### config.mk
export PLATFORM = sky130hd
export DESIGN_NAME = tcs_trap_ctrl
export DESIGN_NICKNAME = d
export VERILOG_FILES = /design/src/tcs_pkg.sv /design/src/tcs_sync.sv /design/src/tcs_trap_ctrl.sv
export VERILOG_INCLUDE_DIRS = /design/src
export SDC_FILE = /design/constraint.sdc
export NUM_CORES = 1
export LEC_CHECK = 0
export BUFFER_PORTS_ARGS = -buffer_cell sky130_fd_sc_hd__buf_2
export CAP_MARGIN = 10
export CORE_AREA = 2 2 92 94
export DETAILED_ROUTE_END_ITERATION = 10
export DIE_AREA = 0 0 94 96
export GPL_ROUTABILITY_DRIVEN = 0
export GPL_TIMING_DRIVEN = 0
export PLACE_DENSITY = 0.9
export SETUP_SLACK_MARGIN = 0.15
export SLEW_MARGIN = 20
export SYNTH_ARGS = -nofsm -noshare
export SYNTH_HDL_FRONTEND = slang
export SYNTH_SLANG_ARGS = --single-unit
### constraint.sdc
create_clock -name REF_CLK -period 2.4 [get_ports REF_CLK]
set_input_delay 0.48 -clock REF_CLK [delete_from_list [all_inputs] [get_ports REF_CLK]]
set_output_delay 0.48 -clock REF_CLK [all_outputs]
set_load 0.02 [all_outputs]
### src/tcs_regs.svh
// Purpose: Offsets, field positions, reset values of the trap control block
// Assumes: 32-bit AXI4-Lite words, 16-bit control and 8-bit interrupt registers in the low bits
// Notes:   Definitions only
`ifndef TCS_REGS_SVH
`define TCS_REGS_SVH
`define TCS_OFF_CTRL      12'h000
`define TCS_OFF_IRQ_STAT  12'h004
`define TCS_OFF_IRQ_MASK  12'h008
`define TCS_CTRL_RST      16'h0000
`define TCS_IRQ_RST       8'h00
`define TCS_B_NESTING_DISABLE      15
`define TCS_B_OVA         14
`define TCS_B_OVB         13
`define TCS_B_COVA        12
`define TCS_B_COVB        11
`define TCS_B_ACC_A_OVERFLOW_TRAP_EN       10
`define TCS_B_ACC_B_OVERFLOW_TRAP_EN       9
`define TCS_B_CATASTROPHIC_TRAP_EN       8
`define TCS_B_SFT         7
`define TCS_B_DIV0        6
`define TCS_B_MATH        4
`define TCS_B_ADDR        3
`define TCS_B_STK         2
`define TCS_B_OSC         1
`define TCS_IMPL_MASK     16'hffde
`define TCS_FLAG_MASK     16'h78de
`define TCS_RESP_OKAY     2'b00
`define TCS_RESP_SLVERR   2'b10
`endif

### src/tcs_pkg.sv
// Purpose: Types shared by the trap control block
// Assumes: Included constants header
// Notes:   Event carrier and write-channel state encoding
package tcs_pkg;
  typedef struct packed {
    logic ovf_a;
    logic ovf_b;
    logic cat_a;
    logic cat_b;
    logic bad_shift;
    logic div_zero;
    logic addr_err;
    logic stack_err;
    logic osc_fail;
  } tcs_evt_t;
  typedef enum logic [2:0] {
    TCS_W_IDLE = 3'b001,
    TCS_W_RESP = 3'b010,
    TCS_W_WAIT = 3'b100
  } tcs_wst_t;
endpackage : tcs_pkg

### src/tcs_sync.sv
// Purpose: Two-flop synchroniser for a bus of levels
// Assumes: Single clock, asynchronous active-low reset
// Notes:   First stage read only by the second
`timescale 1ns/1ps
module tcs_sync #(
  parameter int W = 1
) (
  input  wire logic         clk,
  input  wire logic         rst_b,
  input  wire logic [W-1:0] d,
  output logic      [W-1:0] q
);
  logic [W-1:0] meta_r;
  always_ff @(posedge clk or negedge rst_b) begin
    if (!rst_b) begin
      meta_r <= '0;
      q      <= '0;
    end else begin
      meta_r <= d;
      q      <= meta_r;
    end
  end
endmodule : tcs_sync

### src/tcs_trap_ctrl.sv
// Purpose: Trap control and status register with AXI4-Lite access
// Assumes: Core event pulses are on REF_CLK; osc failure comes from a pin
// Notes:   Status flags are sticky; software clears control flags by writing 0, interrupt status bits by writing 1
`timescale 1ns/1ps
`include "tcs_regs.svh"
// Overview of operation
// RULE_01: Bit 15 set blocks interrupt nesting; clear allows nesting.
// RULE_02: Bit 14 records a trap caused by accumulator A overflow.
// RULE_03: Bit 13 records a trap caused by accumulator B overflow.
// RULE_04: Bit 12 records a catastrophic accumulator A overflow trap.
// RULE_05: Bit 11 records a catastrophic accumulator B overflow trap.
// RULE_06: Bit 10 enables the accumulator A overflow trap.
// RULE_07: Bit 9 enables the accumulator B overflow trap.
// RULE_08: Bit 8 enables catastrophic overflow traps for either accumulator.
// RULE_09: Bit 7 records a math trap from an invalid accumulator shift.
// RULE_10: Bit 6 records a math trap from a divide by zero.
// RULE_11: Bit 4 records any math trap; bit 5 reads zero.
// RULE_12: Bit 3 records an address error trap.
// RULE_13: Bit 2 stack error, bit 1 oscillator failure; bit 0 reads zero.
// RULE_14: All bits reset to 0; flags stay set until written 0.
module tcs_trap_ctrl
  import tcs_pkg::*;
(
  input  wire logic        REF_CLK,
  input  wire logic        RST_B,
  input  wire logic [11:0] S_AXI_AWADDR,
  input  wire logic        S_AXI_AWVALID,
  output logic             S_AXI_AWREADY,
  input  wire logic [31:0] S_AXI_WDATA,
  input  wire logic [3:0]  S_AXI_WSTRB,
  input  wire logic        S_AXI_WVALID,
  output logic             S_AXI_WREADY,
  output logic [1:0]       S_AXI_BRESP,
  output logic             S_AXI_BVALID,
  input  wire logic        S_AXI_BREADY,
  input  wire logic [11:0] S_AXI_ARADDR,
  input  wire logic        S_AXI_ARVALID,
  output logic             S_AXI_ARREADY,
  output logic [31:0]      S_AXI_RDATA,
  output logic [1:0]       S_AXI_RRESP,
  output logic             S_AXI_RVALID,
  input  wire logic        S_AXI_RREADY,
  input  wire tcs_evt_t    CORE_EVT,
  input  wire logic        OSC_FAIL_PIN,
  output logic             MATH_TRAP,
  output logic             ADDR_TRAP,
  output logic             NESTING_DISABLE,
  output logic             IRQ
);
  logic [15:0] ctrl_r;
  logic [7:0]  irq_stat_r;
  logic [7:0]  irq_mask_r;
  logic [11:0] awaddr_r;
  logic [31:0] wdata_r;
  logic [3:0]  wstrb_r;
  logic        aw_have_r;
  logic        w_have_r;
  tcs_wst_t    wst_r;
  logic        osc_sync;
  logic        osc_prev_r;
  logic        wr_fire;
  logic        wr_ctrl;
  logic        wr_stat;
  logic        wr_mask;
  logic [15:0] wval;
  logic [15:0] set_v;
  logic        t_ova;
  logic        t_ovb;
  logic        t_cova;
  logic        t_covb;
  logic        t_math;
  logic        t_addr;
  logic        t_osc;
  logic [7:0]  irq_evt;

  tcs_sync #(.W(1)) u_osc_sync (
    .clk   (REF_CLK),
    .rst_b (RST_B),
    .d     (OSC_FAIL_PIN),
    .q     (osc_sync)
  );

  always_ff @(posedge REF_CLK or negedge RST_B) begin
    if (!RST_B) begin
      osc_prev_r <= 1'b0;
    end else begin
      osc_prev_r <= osc_sync;
    end
  end

  // Trap qualification by enables
  assign t_ova  = CORE_EVT.ovf_a & ctrl_r[`TCS_B_ACC_A_OVERFLOW_TRAP_EN];  // [RULE_06]
  assign t_ovb  = CORE_EVT.ovf_b & ctrl_r[`TCS_B_ACC_B_OVERFLOW_TRAP_EN];  // [RULE_07]
  assign t_cova = CORE_EVT.cat_a & ctrl_r[`TCS_B_CATASTROPHIC_TRAP_EN];  // [RULE_08]
  assign t_covb = CORE_EVT.cat_b & ctrl_r[`TCS_B_CATASTROPHIC_TRAP_EN];  // [RULE_08]
  assign t_math = t_ova | t_ovb | t_cova | t_covb
                | CORE_EVT.bad_shift | CORE_EVT.div_zero;
  assign t_addr = CORE_EVT.addr_err;
  assign t_osc  = osc_sync & ~osc_prev_r;

  always_comb begin
    set_v = 16'h0000;
    set_v[`TCS_B_OVA]  = t_ova;                    // [RULE_02]
    set_v[`TCS_B_OVB]  = t_ovb;                    // [RULE_03]
    set_v[`TCS_B_COVA] = t_cova;                   // [RULE_04]
    set_v[`TCS_B_COVB] = t_covb;                   // [RULE_05]
    set_v[`TCS_B_SFT]  = CORE_EVT.bad_shift;       // [RULE_09]
    set_v[`TCS_B_DIV0] = CORE_EVT.div_zero;        // [RULE_10]
    set_v[`TCS_B_MATH] = t_math;                   // [RULE_11]
    set_v[`TCS_B_ADDR] = t_addr;                   // [RULE_12]
    set_v[`TCS_B_STK]  = CORE_EVT.stack_err;       // [RULE_13]
    set_v[`TCS_B_OSC]  = t_osc;                    // [RULE_13]
  end

  // Write channel: address and data accepted in either order
  assign wr_fire = aw_have_r & w_have_r & (wst_r == TCS_W_IDLE);
  assign wr_ctrl = wr_fire & (awaddr_r == `TCS_OFF_CTRL);
  assign wr_stat = wr_fire & (awaddr_r == `TCS_OFF_IRQ_STAT);
  assign wr_mask = wr_fire & (awaddr_r == `TCS_OFF_IRQ_MASK);

  always_comb begin
    wval = ctrl_r;
    if (wstrb_r[0]) begin
      wval[7:0] = wdata_r[7:0];
    end
    if (wstrb_r[1]) begin
      wval[15:8] = wdata_r[15:8];
    end
  end

  always_ff @(posedge REF_CLK or negedge RST_B) begin
    if (!RST_B) begin
      aw_have_r     <= 1'b0;
      w_have_r      <= 1'b0;
      awaddr_r      <= 12'h000;
      wdata_r       <= 32'h0000_0000;
      wstrb_r       <= 4'h0;
      S_AXI_AWREADY <= 1'b0;
      S_AXI_WREADY  <= 1'b0;
    end else begin
      S_AXI_AWREADY <= ~aw_have_r & ~S_AXI_AWREADY & S_AXI_AWVALID;
      S_AXI_WREADY  <= ~w_have_r & ~S_AXI_WREADY & S_AXI_WVALID;
      if (S_AXI_AWVALID & S_AXI_AWREADY) begin
        aw_have_r <= 1'b1;
        awaddr_r  <= {S_AXI_AWADDR[11:2], 2'b00};
      end else if (wr_fire) begin
        aw_have_r <= 1'b0;
      end
      if (S_AXI_WVALID & S_AXI_WREADY) begin
        w_have_r <= 1'b1;
        wdata_r  <= S_AXI_WDATA;
        wstrb_r  <= S_AXI_WSTRB;
      end else if (wr_fire) begin
        w_have_r <= 1'b0;
      end
    end
  end

  always_ff @(posedge REF_CLK or negedge RST_B) begin
    if (!RST_B) begin
      wst_r        <= TCS_W_IDLE;
      S_AXI_BVALID <= 1'b0;
      S_AXI_BRESP  <= `TCS_RESP_OKAY;
    end else begin
      unique case (wst_r)
        TCS_W_IDLE: begin
          if (wr_fire) begin
            wst_r        <= TCS_W_RESP;
            S_AXI_BVALID <= 1'b1;
            S_AXI_BRESP  <= (wr_ctrl | wr_stat | wr_mask) ?
                            `TCS_RESP_OKAY : `TCS_RESP_SLVERR;
          end
        end
        TCS_W_RESP: begin
          if (S_AXI_BREADY) begin
            wst_r        <= TCS_W_WAIT;
            S_AXI_BVALID <= 1'b0;
          end
        end
        TCS_W_WAIT: begin
          wst_r <= TCS_W_IDLE;
        end
      endcase
    end
  end

  // Control bits written directly; flags sticky, set wins over a write of 0
  always_ff @(posedge REF_CLK or negedge RST_B) begin
    if (!RST_B) begin
      ctrl_r <= `TCS_CTRL_RST;                             // [RULE_14]
    end else if (wr_ctrl) begin
      ctrl_r <= ((wval & ctrl_r) | (wval & ~`TCS_FLAG_MASK) | set_v)
                & `TCS_IMPL_MASK;                          // [RULE_14]
    end else begin
      ctrl_r <= (ctrl_r | set_v) & `TCS_IMPL_MASK;         // [RULE_11]
    end
  end

  // Interrupt status: one bit per status flag group
  assign irq_evt = {t_ova | t_ovb, t_cova | t_covb, CORE_EVT.bad_shift,
                    CORE_EVT.div_zero, t_math, t_addr,
                    CORE_EVT.stack_err, t_osc};

  always_ff @(posedge REF_CLK or negedge RST_B) begin
    if (!RST_B) begin
      irq_stat_r <= `TCS_IRQ_RST;
      irq_mask_r <= `TCS_IRQ_RST;
    end else begin
      if (wr_stat) begin
        irq_stat_r <= (irq_stat_r & ~wdata_r[7:0]) | irq_evt;
      end else begin
        irq_stat_r <= irq_stat_r | irq_evt;
      end
      if (wr_mask) begin
        irq_mask_r <= wdata_r[7:0];
      end
    end
  end

  // Read channel
  always_ff @(posedge REF_CLK or negedge RST_B) begin
    if (!RST_B) begin
      S_AXI_ARREADY <= 1'b0;
      S_AXI_RVALID  <= 1'b0;
      S_AXI_RDATA   <= 32'h0000_0000;
      S_AXI_RRESP   <= `TCS_RESP_OKAY;
    end else begin
      S_AXI_ARREADY <= S_AXI_ARVALID & ~S_AXI_ARREADY & ~S_AXI_RVALID;
      if (S_AXI_ARVALID & S_AXI_ARREADY) begin
        S_AXI_RVALID <= 1'b1;
        S_AXI_RRESP  <= `TCS_RESP_OKAY;
        unique case ({S_AXI_ARADDR[11:2], 2'b00})
          `TCS_OFF_CTRL:     S_AXI_RDATA <= {16'h0000, ctrl_r};
          `TCS_OFF_IRQ_STAT: S_AXI_RDATA <= {24'h000000, irq_stat_r};
          `TCS_OFF_IRQ_MASK: S_AXI_RDATA <= {24'h000000, irq_mask_r};
          default: begin
            S_AXI_RDATA <= 32'h0000_0000;
            S_AXI_RRESP <= `TCS_RESP_SLVERR;
          end
        endcase
      end else if (S_AXI_RVALID & S_AXI_RREADY) begin
        S_AXI_RVALID <= 1'b0;
      end
    end
  end

  always_ff @(posedge REF_CLK or negedge RST_B) begin
    if (!RST_B) begin
      MATH_TRAP       <= 1'b0;
      ADDR_TRAP       <= 1'b0;
      NESTING_DISABLE <= 1'b0;
      IRQ             <= 1'b0;
    end else begin
      MATH_TRAP       <= t_math;
      ADDR_TRAP       <= t_addr;
      NESTING_DISABLE <= ctrl_r[`TCS_B_NESTING_DISABLE];            // [RULE_01]
      IRQ             <= |(irq_stat_r & irq_mask_r);
    end
  end
endmodule : tcs_trap_ctrl

==> run metrics <==
Clock Sinks 93; post-DP HPWL 6080 um; fmax 465 MHz; Port Buffer Count 78; vias in the first global route 2681; Post-DRT Antenna Nets 0; worst vdd ir 566 uV; internal power 2.82 mW; TritonCTS Buffers 9; Tmin final about 2.2 ns; Slew headroom 47.8%; largest net degree at the start of global routing 63; Yosys Warn Count 0; commonest non-fill, non-tap cell in the layout dfrtp_1; Area Growth Syn to Fin 20.5%; Mapped Cells 309; Post-CTS Setup Bufs 0; routed length per instance 15.2 um; number of vias per cell ~5.2; Antenna Cells 0; Final Skew 0.00624 ns; Seq pwr share 53.7%; Critical Path RT around 2.6 ns; Seq/Total Area, Yosys 58.5%; Top FF cell, synth dfrtp_1; Yosys cell types 40; DR iter-0 viols 143; CTS clk-pin slew, worst paths 0.09 ns; initial antenna violation count 0; PwrDens 830 nW/um2; Post-synth ARST share 100%; vias 2720; Final Hold Fails 0; most frequent cells in the layout dfrtp_1, buf_2, mux2_2, buf_4; cell taking the most area after synthesis dfrtp_1; placeable core area 8050 um2; nets@finish 493; Worst Setup End Kind flop; max cap viols 0; Clock Tree Root clkbuf_8; Vert. Die Dim 96 um; Global Route Usage Sum between 10% and 20%; Post-CTS Resized 0; TritonCTS clock tree done; Die X 94 um; Clk pwr share 26.1%; Sw Ratio between 20 and 30%; Critical Path Start Type flop; worst reg2reg setup slack 0.25 ns; syn_area_per_cell 12.9 um2; clk buf depth 2; GRT Residual Overflow 0; worst-margin pin slew 0.775 ns; path type of the worst min-delay path in -> async; unrepaired setup endpoints after global routing no; Die Footprint 9020 um2; DRC 0; flops & latches, synth 93; cell area after layout 4790 um2; layout cells sized above 1 39.5%; CP Data Arrival Time 2.35 ns; NetSw 1.16 mW; initial core utilization between 40% and 50%; critical path peak fanout 5; I/O pin total 122; Final Util 59.5%; drt total wl 7960 um; synthesized area 3980 um2; setup violators final 0; TNS Setup 0 ns; Worst-Skew Late Latency 0.36 ns; Post-synth EDFFs 0; Placed Area 4590 um2; crit share post-route 89.6%; status finished clean; H-tree Lvls 3; PnR Total Power 3.98 mW; hold buffer count at cts 0; top cell type's share of synthesized area 57.9%; Comb power frac 20.2%; Slew Limit Fails 0; # rows 33; Setup Crit Path Kind reg -> reg; global-route wire length before repair 12700 um; Synth area leaders dfrtp_1, mux2_2, buf_4, mux2_4, a22o_1; LEAKAGE ~2.4 nW; DR pass1 iterations 4
==> cell type report <==
type	count	area, um2
Buffer	27	191
Clock buffer	10	138
Clock inverter	5	61.3
Fill cell	662	3260
Inverter	12	45.0
Multi-Input combinational cell	194	1480
Sequential cell	93	2330
Tap cell	105	131
Timing Repair Buffer	79	420
==> path summary, 6_finish.rpt <==
check                                   from           endpoint  depth (start not counted)
setup / recovery                    wst_r[0]         ctrl_r[11]                          3
hold / removal                         RST_B        awaddr_r[7]                          1
setup reg to reg                    wst_r[0]         ctrl_r[11]                          3
hold reg to reg            u_osc_sync.meta_r       u_osc_sync.q                          0
max in group asynchronous              RST_B     S_AXI_RDATA[4]                          2
min in group REF_CLK            OSC_FAIL_PIN  u_osc_sync.meta_r                          1
==> flip-flops by register name, summed over array words and instances (netlist names), 2 cells and up <==
register,count
S_AXI_RDATA,16
wdata_r,16
ctrl_r,14
awaddr_r,10
irq_mask_r,8
irq_stat_r,8
wst_r,3
wstrb_r,2
==> power by group through the flow <==
stage | logic (mW) | clock network, mW | registers, mW
floorplan | 0.589 | 0 | 2.11
global placement | 0.768 | 0 | 2.13
detailed placement | 0.812 | 0 | 2.17
CTS | 0.813 | 1.07 | 2.13
global route | 0.883 | 1.13 | 2.19
finish | 0.804 | 1.04 | 2.14
==> per-layer routing <==
layer  track usage, %  vias up  routed length [um]
met5                0        -                   0
met4             5.92        0                  95
met3             4.54        9                 523
met2             30.9       94                3960
met1             23.2     1322                3380
li1                 -     1295                   -
==> logic make-up after synthesis <==
group,share of synthesized area (%)
buffers and inverters,5.95
other,0.0943
AND/OR/NAND/NOR,10.7
multiplexers,13.9
AO/OA/AOI/OAI,10.9
flip-flops,58.5
==> critical path: stages (launching register included) <==
cell,delay (ns)
dfstp_2,0.57
or4b_4,0.55
nor4_1,0.68
o21ai_0,0.21
==> metrics by stage <==
step	worst slack, ns	instances	hold slack [ns]
2_1_floorplan	0.545	326	0.184
3_3_place_gp	0.0929	509	0.333
3_5_place_dp	0.248	510	0.337
4_1_cts	0.253	525	0.0439
5_1_grt	0.225	525	0.0633
6_report	0.249	525	0.0509
==> Yosys cell counts, types with 6 or more instances <==
master / instances
a22oi_1: 8
dfrtp_1: 92
o21ai_0: 13
a31oi_1: 7
mux2_2: 33
a21oi_1: 13
mux2_4: 8
mux2i_1: 6
buf_4: 18
a22o_1: 11
a2bb2oi_1: 6
nand2_1: 13
nor2_1: 18
inv_1: 12
clkbuf_1: 6
No activity file was read; power rests on OpenSTA's default activity.
